<file path="config.mk">
export PLATFORM = sky130hd
export DESIGN_NAME = gjpc_top
export DESIGN_NICKNAME = d
export VERILOG_FILES = /design/src/verilog/gjpc_pkg.sv /design/src/verilog/gjpc_top.sv
export SDC_FILE = /design/constraint.sdc
export NUM_CORES = 1
export LEC_CHECK = 0
export BUFFER_PORTS_ARGS = -buffer_cell sky130_fd_sc_hd__buf_4
export CAP_MARGIN = 5
export CORE_MARGIN = 10
export CORE_UTILIZATION = 35
export DETAILED_ROUTE_END_ITERATION = 10
export GPL_TIMING_DRIVEN = 1
export PLACE_DENSITY = 0.64
export SYNTH_ARGS = -nofsm -noshare
export SYNTH_HDL_FRONTEND = slang
export SYNTH_SLANG_ARGS = --single-unit
</file>
<file path="constraint.sdc">
create_clock -name pclk -period 1.98 [get_ports pclk]
set_input_delay 0.297 -clock pclk [delete_from_list [all_inputs] [get_ports pclk]]
set_output_delay 0.297 -clock pclk [all_outputs]
set_load 0.03 [all_outputs]
</file>
<file path="src/verilog/gjpc_pkg.sv">
// Package: register map, field layout, reset values and carrier types for the pin block
package gjpc_pkg;

    ////////////////////////////////////////////////////////////////////////////////
    // Sizes
    localparam int unsigned NUM_PINS   = 5;              // Pins a to e
    localparam int unsigned CFG_W      = 8;              // Config register width
    localparam int unsigned IDX_W      = 8;              // Register index width

    ////////////////////////////////////////////////////////////////////////////////
    // Register indices; byte address is four times the index
    localparam logic [7:0]  IDX_PIN_DATA         = 8'h00;  // Pin data register
    localparam logic [7:0]  IDX_CFG_JOY1_BUTTON1 = 8'h23;  // Pin a config
    localparam logic [7:0]  IDX_CFG_JOY1_BUTTON2 = 8'h24;  // Pin b config
    localparam logic [7:0]  IDX_CFG_JOY2_BUTTON1 = 8'h25;  // Pin c config
    localparam logic [7:0]  IDX_CFG_JOY2_BUTTON2 = 8'h26;  // Pin d config
    localparam logic [7:0]  IDX_CFG_JOY1_X_AXIS  = 8'h27;  // Pin e config

    ////////////////////////////////////////////////////////////////////////////////
    // Field positions inside a config register
    localparam int unsigned BIT_DIR     = 0;             // 1 input, 0 output
    localparam int unsigned BIT_POL     = 1;             // 1 invert
    localparam int unsigned BIT_ALT     = 2;             // 1 game-port function
    localparam int unsigned BIT_ODRAIN  = 7;             // 1 open drain

    ////////////////////////////////////////////////////////////////////////////////
    // Reset values and masks
    localparam logic [7:0]  CFG_RESET   = 8'h01;         // Input, no invert, GPIO
    localparam logic [7:0]  CFG_WMASK   = 8'h87;         // Writable config bits
    localparam logic [4:0]  DATA_RESET  = 5'h00;         // Output data latch
    localparam logic        JOY_IDLE    = 1'b1;          // Game signal when not routed

    ////////////////////////////////////////////////////////////////////////////////
    // Carrier: one pin configuration register
    typedef struct packed {
        logic       odrain;                              // Output driver type
        logic [3:0] rsvd;                                // Reserved, always zero
        logic       alt;                                 // Alternate function select
        logic       pol;                                 // Polarity invert
        logic       dir;                                 // Direction
    } gjpc_cfg_t;

    // Carrier: one pin drive decision
    typedef struct packed {
        logic       out;                                 // Pin output level
        logic       oe;                                  // Pin output enable
    } gjpc_drive_t;

endpackage : gjpc_pkg

</file>
<file path="src/verilog/gjpc_top.sv">
// Module: five configurable GPIO pins with game-port routing, APB register access
//
// Operation
// - Config bit 0: one input, zero output
// - Config bit 1 inverts pin to signal
// - Index 23 bit 2 routes joystick 1 button 1
// - Index 24 bit 2 routes joystick 1 button 2
// - Index 25 bit 2 routes joystick 2 button 1
// - Index 26 bit 2 routes joystick 2 button 2
// - Index 27 bit 2 routes joystick 1 X axis
// - Config bit 7: open drain, else push-pull
module gjpc_top #(
    parameter int unsigned ADDR_W = 12                   // APB address width
) (
    input  wire logic                pclk,               // 100 MHz clock
    input  wire logic                presetn,            // Standby power-on reset
    input  wire logic                psel,               // APB select
    input  wire logic                penable,            // APB access phase
    input  wire logic                pwrite,             // APB direction
    input  wire logic [ADDR_W-1:0]   paddr,              // APB byte address
    input  wire logic [31:0]         pwdata,             // APB write data
    output logic      [31:0]         prdata,             // APB read data
    output logic                     pready,             // APB ready
    output logic                     pslverr,            // APB error
    input  wire logic [4:0]          gpio_pin_in,        // Pin levels, bit 0 = pin a
    output logic      [4:0]          gpio_pin_out,       // Pin drive levels
    output logic      [4:0]          gpio_pin_oe,        // Pin output enables
    output logic                     joy1_button_first,  // Game port, from pin a
    output logic                     joy1_button_second, // Game port, from pin b
    output logic                     joy2_button_first,  // Game port, from pin c
    output logic                     joy2_button_second, // Game port, from pin d
    output logic                     joy1_x_axis_rc      // Game port, from pin e
);

    ////////////////////////////////////////////////////////////////////////////////
    // Declarations
    gjpc_pkg::gjpc_cfg_t   cfg_ff [5];                   // Pin config registers
    logic [4:0]            data_ff;                      // Output data latch
    logic                  pready_ff;                    // Ready, one wait state
    logic                  pslverr_ff;                   // Error for unmapped index
    logic [31:0]           prdata_ff;                    // Captured read data
    logic [4:0]            pin_out_ff;                   // Registered drive level
    logic [4:0]            pin_oe_ff;                    // Registered output enable
    logic [4:0]            joy_ff;                       // Registered game signals
    logic [ADDR_W-3:0]     reg_idx;                      // Word index of access
    logic                  access_ph;                    // Access phase, not yet ready
    logic                  xfer_done;                    // Transfer completes this edge
    logic [4:0]            cfg_hit;                      // One-hot config decode
    logic                  data_hit;                     // Data register decode
    logic                  any_hit;                      // Index is mapped
    logic [4:0]            pin_adj;                      // Pin level after polarity
    logic [4:0]            drv_val;                      // Data after polarity
    logic [4:0]            rd_data;                      // Data register read view
    gjpc_pkg::gjpc_drive_t nxt_drive [5];                // Next drive per pin
    logic [31:0]           nxt_prdata;                   // Read mux
    logic [7:0]            cfg_idx [5];                  // Index table

    ////////////////////////////////////////////////////////////////////////////////
    // Bus decode
    assign reg_idx   = paddr[ADDR_W-1:2];
    // Access phase ends once ready has stood, so ready pulses one cycle
    assign access_ph = psel && penable && !pready_ff;
    assign xfer_done = psel && penable && pready_ff;
    // Config register index of each pin
    assign cfg_idx[0] = gjpc_pkg::IDX_CFG_JOY1_BUTTON1;
    assign cfg_idx[1] = gjpc_pkg::IDX_CFG_JOY1_BUTTON2;
    assign cfg_idx[2] = gjpc_pkg::IDX_CFG_JOY2_BUTTON1;
    assign cfg_idx[3] = gjpc_pkg::IDX_CFG_JOY2_BUTTON2;
    assign cfg_idx[4] = gjpc_pkg::IDX_CFG_JOY1_X_AXIS;

    // Address match per register
    always_comb
    begin
        for (int i = 0; i < 5; i++)
        begin
            cfg_hit[i] = (reg_idx == (ADDR_W-2)'(cfg_idx[i]));
        end
        data_hit = (reg_idx == (ADDR_W-2)'(gjpc_pkg::IDX_PIN_DATA));
        any_hit  = data_hit || (cfg_hit != 5'h0_0);
    end

    ////////////////////////////////////////////////////////////////////////////////
    // Per-pin polarity views
    always_comb
    begin
        for (int i = 0; i < 5; i++)
        begin
            pin_adj[i] = gpio_pin_in[i] ^ cfg_ff[i].pol;
            drv_val[i] = data_ff[i] ^ cfg_ff[i].pol;
            // Inputs show the pin, outputs show the latch
            rd_data[i] = cfg_ff[i].dir ? pin_adj[i] : data_ff[i];
        end
    end

    // Read mux; unmapped reads return zero
    always_comb
    begin
        nxt_prdata = 32'h0000_0000;
        if (data_hit)
        begin
            nxt_prdata[4:0] = rd_data;
        end
        for (int i = 0; i < 5; i++)
        begin
            if (cfg_hit[i])
            begin
                nxt_prdata[7:0] = cfg_ff[i];
            end
        end
    end

    ////////////////////////////////////////////////////////////////////////////////
    // APB handshake: one wait state, ready for exactly one cycle
    always_ff @(posedge pclk or negedge presetn)
    begin
        if (!presetn)
        begin
            pready_ff  <= 1'b0;
            pslverr_ff <= 1'b0;
            prdata_ff  <= 32'h0000_0000;
        end
        else
        begin
            pready_ff  <= access_ph;
            pslverr_ff <= access_ph && !any_hit;
            // Read data captured as ready rises
            if (access_ph && !pwrite)
            begin
                prdata_ff <= nxt_prdata;
            end
        end
    end

    ////////////////////////////////////////////////////////////////////////////////
    // Config registers, written at transfer completion
    always_ff @(posedge pclk or negedge presetn)
    begin
        if (!presetn)
        begin
            for (int i = 0; i < 5; i++)
            begin
                cfg_ff[i] <= gjpc_pkg::CFG_RESET;
            end
        end
        else if (xfer_done && pwrite)
        begin
            for (int i = 0; i < 5; i++)
            begin
                if (cfg_hit[i])
                begin
                    // Reserved bits dropped on write
                    cfg_ff[i] <= pwdata[7:0] & gjpc_pkg::CFG_WMASK;
                end
            end
        end
    end

    // Output data latch
    always_ff @(posedge pclk or negedge presetn)
    begin
        if (!presetn)
        begin
            data_ff <= gjpc_pkg::DATA_RESET;
        end
        else if (xfer_done && pwrite && data_hit)
        begin
            data_ff <= pwdata[4:0];
        end
    end

    ////////////////////////////////////////////////////////////////////////////////
    // Pin drive decision
    // A routed pin is never driven, so it cannot fight the joystick
    always_comb
    begin
        for (int i = 0; i < 5; i++)
        begin
            nxt_drive[i] = '0;
            if (cfg_ff[i].alt)
            begin
                // Routed pins are inputs to the game port
                nxt_drive[i] = '0;
            end
            else if (cfg_ff[i].dir)
            begin
                nxt_drive[i] = '0;
            end
            else if (cfg_ff[i].odrain)
            begin
                // Open drain pulls low only
                nxt_drive[i].out = 1'b0;
                nxt_drive[i].oe  = !drv_val[i];
            end
            else
            begin
                // Push-pull drives both levels
                nxt_drive[i].out = drv_val[i];
                nxt_drive[i].oe  = 1'b1;
            end
        end
    end

    // Registered pin drivers
    // Drivers follow config and data one cycle later
    always_ff @(posedge pclk or negedge presetn)
    begin
        if (!presetn)
        begin
            pin_out_ff <= 5'h0_0;
            pin_oe_ff  <= 5'h0_0;
        end
        else
        begin
            for (int i = 0; i < 5; i++)
            begin
                pin_out_ff[i] <= nxt_drive[i].out;
                pin_oe_ff[i]  <= nxt_drive[i].oe;
            end
        end
    end

    ////////////////////////////////////////////////////////////////////////////////
    // Game-port routing
    // Unrouted game signals rest at the idle level
    always_ff @(posedge pclk or negedge presetn)
    begin
        if (!presetn)
        begin
            joy_ff <= {5{gjpc_pkg::JOY_IDLE}};
        end
        else
        begin
            joy_ff[0] <= cfg_ff[0].alt ? pin_adj[0] : gjpc_pkg::JOY_IDLE;
            joy_ff[1] <= cfg_ff[1].alt ? pin_adj[1] : gjpc_pkg::JOY_IDLE;
            joy_ff[2] <= cfg_ff[2].alt ? pin_adj[2] : gjpc_pkg::JOY_IDLE;
            joy_ff[3] <= cfg_ff[3].alt ? pin_adj[3] : gjpc_pkg::JOY_IDLE;
            joy_ff[4] <= cfg_ff[4].alt ? pin_adj[4] : gjpc_pkg::JOY_IDLE;
        end
    end

    ////////////////////////////////////////////////////////////////////////////////
    // Outputs
    assign prdata             = prdata_ff;
    assign pready             = pready_ff;
    assign pslverr            = pslverr_ff;
    assign gpio_pin_out       = pin_out_ff;
    assign gpio_pin_oe        = pin_oe_ff;
    assign joy1_button_first  = joy_ff[0];
    assign joy1_button_second = joy_ff[1];
    assign joy2_button_first  = joy_ff[2];
    assign joy2_button_second = joy_ff[3];
    assign joy1_x_axis_rc     = joy_ff[4];

    ////////////////////////////////////////////////////////////////////////////////
    // Checks
    // Direction, polarity and drive
    input_no_drive_a : assert property (@(posedge pclk) disable iff (!presetn)
        cfg_ff[0].dir ##1 cfg_ff[0].dir |-> !gpio_pin_oe[0])
        else $error("Input pin a is driven");

    output_drives_a : assert property (@(posedge pclk) disable iff (!presetn)
        (!cfg_ff[1].dir && !cfg_ff[1].alt && !cfg_ff[1].odrain)
        |=> gpio_pin_oe[1])
        else $error("Push-pull output pin b not enabled");

    polarity_out_a : assert property (@(posedge pclk) disable iff (!presetn)
        (!cfg_ff[2].dir && !cfg_ff[2].alt && !cfg_ff[2].odrain)
        |=> gpio_pin_out[2] == ($past(data_ff[2]) ^ $past(cfg_ff[2].pol)))
        else $error("Pin c output level wrong for polarity");

    // Game-port routing and idle levels, then open drain, reads, writes and the bus handshake
    route_joy1_button_first_a : assert property (@(posedge pclk) disable iff (!presetn)
        cfg_ff[0].alt |=> joy1_button_first == ($past(gpio_pin_in[0]) ^ $past(cfg_ff[0].pol)))
        else $error("Pin a not routed to joystick 1 button 1");

    route_joy1_button_second_a : assert property (@(posedge pclk) disable iff (!presetn)
        cfg_ff[1].alt |=> joy1_button_second == ($past(gpio_pin_in[1]) ^ $past(cfg_ff[1].pol)))
        else $error("Pin b not routed to joystick 1 button 2");

    route_joy2_button_first_a : assert property (@(posedge pclk) disable iff (!presetn)
        cfg_ff[2].alt |=> joy2_button_first == ($past(gpio_pin_in[2]) ^ $past(cfg_ff[2].pol)))
        else $error("Pin c not routed to joystick 2 button 1");

    route_joy2_button_second_a : assert property (@(posedge pclk) disable iff (!presetn)
        cfg_ff[3].alt |=> joy2_button_second == ($past(gpio_pin_in[3]) ^ $past(cfg_ff[3].pol)))
        else $error("Pin d not routed to joystick 2 button 2");

    route_j1x_a : assert property (@(posedge pclk) disable iff (!presetn)
        !cfg_ff[4].alt |=> joy1_x_axis_rc == gjpc_pkg::JOY_IDLE)
        else $error("Pin e leaks to X axis in GPIO mode");

    open_drain_a : assert property (@(posedge pclk) disable iff (!presetn)
        (!cfg_ff[3].dir && !cfg_ff[3].alt && cfg_ff[3].odrain)
        |=> !gpio_pin_out[3] && (gpio_pin_oe[3] == !$past(drv_val[3])))
        else $error("Open-drain pin d drives high or wrong enable");

    read_input_a : assert property (@(posedge pclk) disable iff (!presetn)
        (access_ph && !pwrite && data_hit && cfg_ff[4].dir)
        |=> pready && prdata[4] == ($past(gpio_pin_in[4]) ^ $past(cfg_ff[4].pol)))
        else $error("Input pin e read without polarity");

    rsvd_write_a : assert property (@(posedge pclk) disable iff (!presetn)
        (xfer_done && pwrite && cfg_hit[0])
        |=> cfg_ff[0] == ($past(pwdata[7:0]) & gjpc_pkg::CFG_WMASK))
        else $error("Config write stored reserved bits");

    apb_ready_a : assert property (@(posedge pclk) disable iff (!presetn)
        (psel && !penable) ##1 (psel && penable) |-> !pready ##1 pready)
        else $error("Ready not one wait state after setup");

    ready_pulse_a : assert property (@(posedge pclk) disable iff (!presetn)
        pready |=> !pready)
        else $error("Ready stood longer than one cycle");

    slverr_map_a : assert property (@(posedge pclk) disable iff (!presetn)
        access_ph |=> pslverr == !$past(any_hit))
        else $error("Error flag does not match the address decode");

    data_write_a : assert property (@(posedge pclk) disable iff (!presetn)
        (xfer_done && pwrite && data_hit) |=> data_ff == $past(pwdata[4:0]))
        else $error("Data latch write lost");

    rd_latch_a : assert property (@(posedge pclk) disable iff (!presetn)
        (access_ph && !pwrite && data_hit && !cfg_ff[0].dir)
        |=> prdata[0] == $past(data_ff[0]))
        else $error("Output pin a read does not show the latch");

    rsvd_read_a : assert property (@(posedge pclk) disable iff (!presetn)
        (xfer_done && !pwrite && cfg_hit[1]) |-> prdata[6:3] == 4'h0)
        else $error("Reserved config bits of pin b read nonzero");

    od_low_only_a : assert property (@(posedge pclk) disable iff (!presetn)
        (!cfg_ff[0].dir && !cfg_ff[0].alt && cfg_ff[0].odrain) |=> !gpio_pin_out[0])
        else $error("Open-drain pin a drives a high level");

    alt_no_drive_a : assert property (@(posedge pclk) disable iff (!presetn)
        cfg_ff[2].alt |=> !gpio_pin_oe[2])
        else $error("Routed pin c is driven");

    joy_idle_b_a : assert property (@(posedge pclk) disable iff (!presetn)
        !cfg_ff[1].alt |=> joy1_button_second == gjpc_pkg::JOY_IDLE)
        else $error("Pin b leaks to joystick 1 button 2 in GPIO mode");

    route_j1x_on_a : assert property (@(posedge pclk) disable iff (!presetn)
        cfg_ff[4].alt |=> joy1_x_axis_rc == ($past(gpio_pin_in[4]) ^ $past(cfg_ff[4].pol)))
        else $error("Pin e not routed to the X axis");

endmodule : gjpc_top

</file>
After elaboration in Yosys (flattened, before gate mapping):

Cells that the tools add are included.

* muxes and demuxes: 31
* reduce and logical (&&, ||, !) cells: 23
* equal/unequal tests: 5
* bitwise gates (word level): 10

Operators with widths (number)
* == test 10 x 6 -> 1 bit, second input constant: 5
* 2-to-1 mux 8 bit: 5
* 2-to-1 mux 2 bit: 15
* logical NOT 10 bit: 1
* 2-to-1 mux 1 bit: 10
* AND reduction 2 bit: 5
* bitwise XOR 1 bit: 10
* logical NOT 1 bit: 8
* logical AND 1 bit: 7
* 2-to-1 mux 5 bit: 1
* nonzero test 5 bit: 1
* logical OR 1 bit: 1

* flip-flop bits (word level): 50
* output and inout port bits: 49
* bits of input ports: 54

Depth between registers and ports, before layout:

* depth after elaboration: 8
* gate-level depth with buffers: 7

Worst setup path after synthesis:

Ideal clock, no wire load.

* path type: reg-to-reg
* from: register pready_ff, in the netlist pready
* to: register cfg_ff[25] in the netlist's numbering
* period minus slack after synthesis: 1.875 ns
* stages on the path, launching flop included: 5
* arrival time: 1.750 ns
* slack: 0.105 ns
* required time: 1.855 ns
* library setup time: 0.125 ns
* cells stage by stage: dfrtp_1 nand4_1 or3_4 or3_4 mux2_4

* longest elaborated chain between the ends: 3

RTL lines
* start: declaration: line gjpc_top.sv:39 `logic pready_ff;`
* start signal: assignment: line gjpc_top.sv:124 `pready_ff <= access_ph;`
* logical AND 1 bit: line gjpc_top.sv:63 `assign xfer_done = psel && penable && pready_ff;`
* logical AND 1 bit: line gjpc_top.sv:145 `else if (xfer_done && pwrite)`
* AND reduction 2 bit (no source line)
* end signal: indexed assignment: line gjpc_top.sv:142 `cfg_ff[i] <= gjpc_pkg::CFG_RESET;`
* end signal: indexed assignment: line gjpc_top.sv:152 `cfg_ff[i] <= pwdata[7:0] & gjpc_pkg::CFG_WMASK;`
* end: declaration: line gjpc_top.sv:37 `gjpc_pkg::gjpc_cfg_t cfg_ff [5];`

No other way between the ends.
A chain may end at the register's enable or synchronous reset.

Final worst setup path:

Same ends and word-level chain as after synthesis.

==> results.ini <==
[yosys]
synth_seq_area_share=0.4924
synthAdderAreaFrac=0
yosys.area_share.simple=0.1569
syn-instance-count=219
synth_top_family_by_area=simple AND/OR/NAND/NOR gates
synth.avg_cell_area_um2=11.26
yosys.cell_types.count=40
synth_xor_area_frac=0.03553
synth.area.mux_share=0.1376
synth_seq_cells=48
yosys_warnings=0
synth_area_mm2=0.002465
synth-compound-area-share=0.08376

[final_layout]
drive_above_1_share=0.3921
fill_cells=683
finalNonFillerCells=374
syn_to_final_growth_pct=21.22
diodes=0
final_core_util=0.4374
nNetsFinal=331
final_area_mm2=0.002988

[place]
dp_cells=366
dpl.hpwl_mm=4.629
place_congestion=0.8646
io_buffers=48
place_area_mm2=0.002894

[floorplan]
dieWidth_um=103.9
rows=30
core_area_mm2=0.006832
initial_core_util=0.3608
dieArea_mm2=0.01080
die_h_um=103.9
num_io_pins=103

[clock_tree]
cts_resized=0
hold_buffers=0
clk-insertion-delay-late_ns=0.30
clock-sinks=48
cts-root-buf=clkbuf_8
postCtsSetupRepairBufs=0
numCtsBuffers=5
clkTransAtPathRegs_ns=0.09
clockBufferDepth=2
htreeDepth=2
tritoncts=done

[route]
routed_wl_mm=6.026
wl_per_cell_um=16.11
drt_iter0_drc=76
viasPerCell=4.733
drc=0
num_vias=1770
route.antenna.remaining_nets=0
first_pass_iters=4

[global_routing]
antenna_found_initial=0
use_met2=0.1743
track_usage=0.1101
grt_max_degree=49
gr-usage-met1=0.1415
overflow=0
grt_pass1_vias=1767
grt_pass1_wl_mm=9.632
use_met3=0.03098
grt_busiest_layer=met2

[worst_setup_path]
cp_slowest_cell=or3_4
critPathLaunchType=flip-flop
crit_path_max_fanout=5
cpMostUsedCell=or3_4
cp.arrival_ns=2.03
slowest_delay_ns=0.42
crit_required_ns=2.16
crit_type=flip-flop to flip-flop
critPathCaptureType=flip-flop
crit_chain=nand4_1 > or3_4 > or3_4 > mux2_4

[timing]
fin_crit_ns=1.853
skew_ns=0.008581
setup_viol_count_final=0
fin_tns_setup_ns=0
maxSlewViolCount=0
rsz0062_at_grt=no
finalHoldWorstSlack_ns=-0.006949
slew_headroom=0.6035
tightest_slew_ns=0.5947
post-route-period-util=0.9356
hold_viol=3
max_freq_mhz=539.8

[pwr]
power_switching_w=0.0004814
pwr-share-clk=0.330
irDropWorstVdd_mv=0.2307
power_density_mw_per_mm2=608.5
switching_share=0.2648
p_int_w=0.001337
leakagePower_nw=1.363
seqPwrFrac=0.546
combPwrFrac=0.124

[worst_hold_path]
hp-class=input port to asynchronous set/reset pin

[run_status]
failed_checks=hold timing
status=finished with violations

[job]
maxCapViolations=0

[critical path: cells and delay by family, from the launching register on]
family           cells  cell delay [ns]
muxes                1             0.31
DFF                  1             0.40
and+or+nand+nor      3             1.03
[worst paths after layout]
| kind | from | to | slack, ns | cells past startpoint |
|---|---|---|---|---|
| max | pready | cfg_ff[25] | 0.13 | 4 |
| max in group asynchronous | presetn | prdata[1] | 1.58 | 1 |
| min in group pclk | pwdata[3] | data_ff[3] | 0.22 | 2 |
| max reg2reg | pready | cfg_ff[25] | 0.13 | 4 |
| min reg2reg | prdata[4] | prdata[4] | 0.50 | 2 |
| min | presetn | gpio_pin_out[1] | -0.007 | 1 |
[state kept, by name, indices dropped and copies added, names as in the netlist]
register	flops
joy_ff	5
data_ff	5
cfg_ff	20
gpio_pin_oe	5
pready	1
pslverr	1
gpio_pin_out	5
prdata	6
[per-layer routing]
metal	vias up	share of wire	wire [um]
li1	848	-	-
met1	865	0.47	2812
met2	51	0.47	2859
met3	6	0.047	286
met4	0	0.011	66
met5	-	0	0
[placed cells by master (no fill, tap or decap), types with 2 or more instances in the layout]
| cell | synthesis | final |
|---|---|---|
| nand2b_1 | 3 | 3 |
| conb_1 | 1 | 26 |
| mux2i_1 | 2 | 2 |
| o31ai_1 | 2 | 2 |
| a21oi_1 | 9 | 9 |
| dfstp_2 | 10 | 10 |
| o21ai_0 | 3 | 3 |
| buf_4 | 26 | 58 |
| xor2_1 | 5 | 5 |
| nor4b_1 | 6 | 6 |
| dfrtp_1 | 38 | 38 |
| inv_1 | 2 | 2 |
| mux2_4 | 4 | 4 |
| clkbuf_8 | 0 | 6 |
| a211oi_1 | 9 | 9 |
| nor2b_1 | 2 | 2 |
| nand2_1 | 19 | 19 |
| nand4_1 | 4 | 4 |
| xnor2_1 | 5 | 5 |
| nor2_1 | 11 | 11 |
| nand3_1 | 5 | 5 |
| o221ai_1 | 2 | 2 |
| or3_4 | 2 | 2 |
| nor4_1 | 3 | 3 |
| mux2_2 | 23 | 23 |
| nor3_1 | 5 | 5 |
[cell type report]
type / count / area, um^2 / share of cell area
Sequential cell: 48 / 1214 / 0.4062
Clock buffer: 7 / 86.33 / 0.02889
Tap cell: 96 / 120.1 / 0.04020
Inverter: 2 / 7.507 / 0.002513
Multi-Input combinational cell: 162 / 1117 / 0.3740
Timing Repair Buffer: 58 / 435.4 / 0.1457
Clock inverter: 1 / 7.507 / 0.002513
[Yosys cell counts]
cell type / n / area [um^2]
nand2_1: 19 / 71.32
nor3_1: 5 / 25.02
a21oi_1: 9 / 45.04
dfrtp_1: 38 / 950.9
buf_1: 1 / 3.750
buf_4: 26 / 195.2
nor2_1: 11 / 41.29
o311ai_0: 1 / 8.760
nor3b_1: 1 / 7.510
dfstp_2: 10 / 262.8
clkbuf_1: 3 / 11.26
conb_1: 1 / 3.750
a2111oi_0: 1 / 8.760
nor4_1: 3 / 18.77
buf_2: 2 / 10.01
nor3_2: 1 / 10.01
nand2b_1: 3 / 18.77
inv_1: 2 / 7.510
mux2_2: 23 / 259.0
o41ai_1: 1 / 8.760
nor4_4: 1 / 21.27
o21ai_0: 3 / 15.01
o221ai_1: 2 / 17.52
a41oi_1: 1 / 8.760
or3_1: 1 / 6.260
mux2_4: 4 / 60.06
nor2b_1: 2 / 12.51
xnor2_1: 5 / 43.79
nand2_2: 1 / 6.260
or3_4: 2 / 22.52
nand3_1: 5 / 25.02
xor2_1: 5 / 43.79
nor4b_1: 6 / 52.55
o2111a_1: 1 / 11.26
nand4_1: 4 / 25.02
or2_2: 1 / 6.260
mux2i_1: 2 / 20.02
nor3_4: 1 / 16.27
a211oi_1: 9 / 67.56
o31ai_1: 2 / 15.01
[power by group through the flow]
stage               Sequential, W  Clock [W]  Combinational [W]
detailed placement        0.00101          0           0.000225
global placement          0.00101          0           0.000223
global route             0.000994   0.000667           0.000244
floorplan                 0.00102          0           0.000150
CTS                      0.000993   0.000624           0.000226
finish                   0.000993   0.000600           0.000226
[stage by stage]
step | setup WS [ns] | total power, W | hold WS, ns
after floorplan | 0.1054 | 0.001174 | 0.001409
after global placement | 0.007926 | 0.001235 | 0.3468
after detailed placement | -0.001457 | 0.001237 | 0.3490
after CTS | 0.1390 | 0.001842 | 0.01964
final | 0.1274 | 0.001818 | -0.006949
after global routing | 0.08526 | 0.001905 | 0.04265
[cells by family (layout without fill, tap and decap cells)]
group / Yosys count / count (layout)
AND/OR/NAND/NOR: 67 / 67
flip-flops: 48 / 48
buffers and inverters: 34 / 68
AO/OA/AOI/OAI: 30 / 30
multiplexers: 29 / 29
XOR/XNOR: 10 / 10
other: 1 / 26
Power figures use the tool's default switching activity.
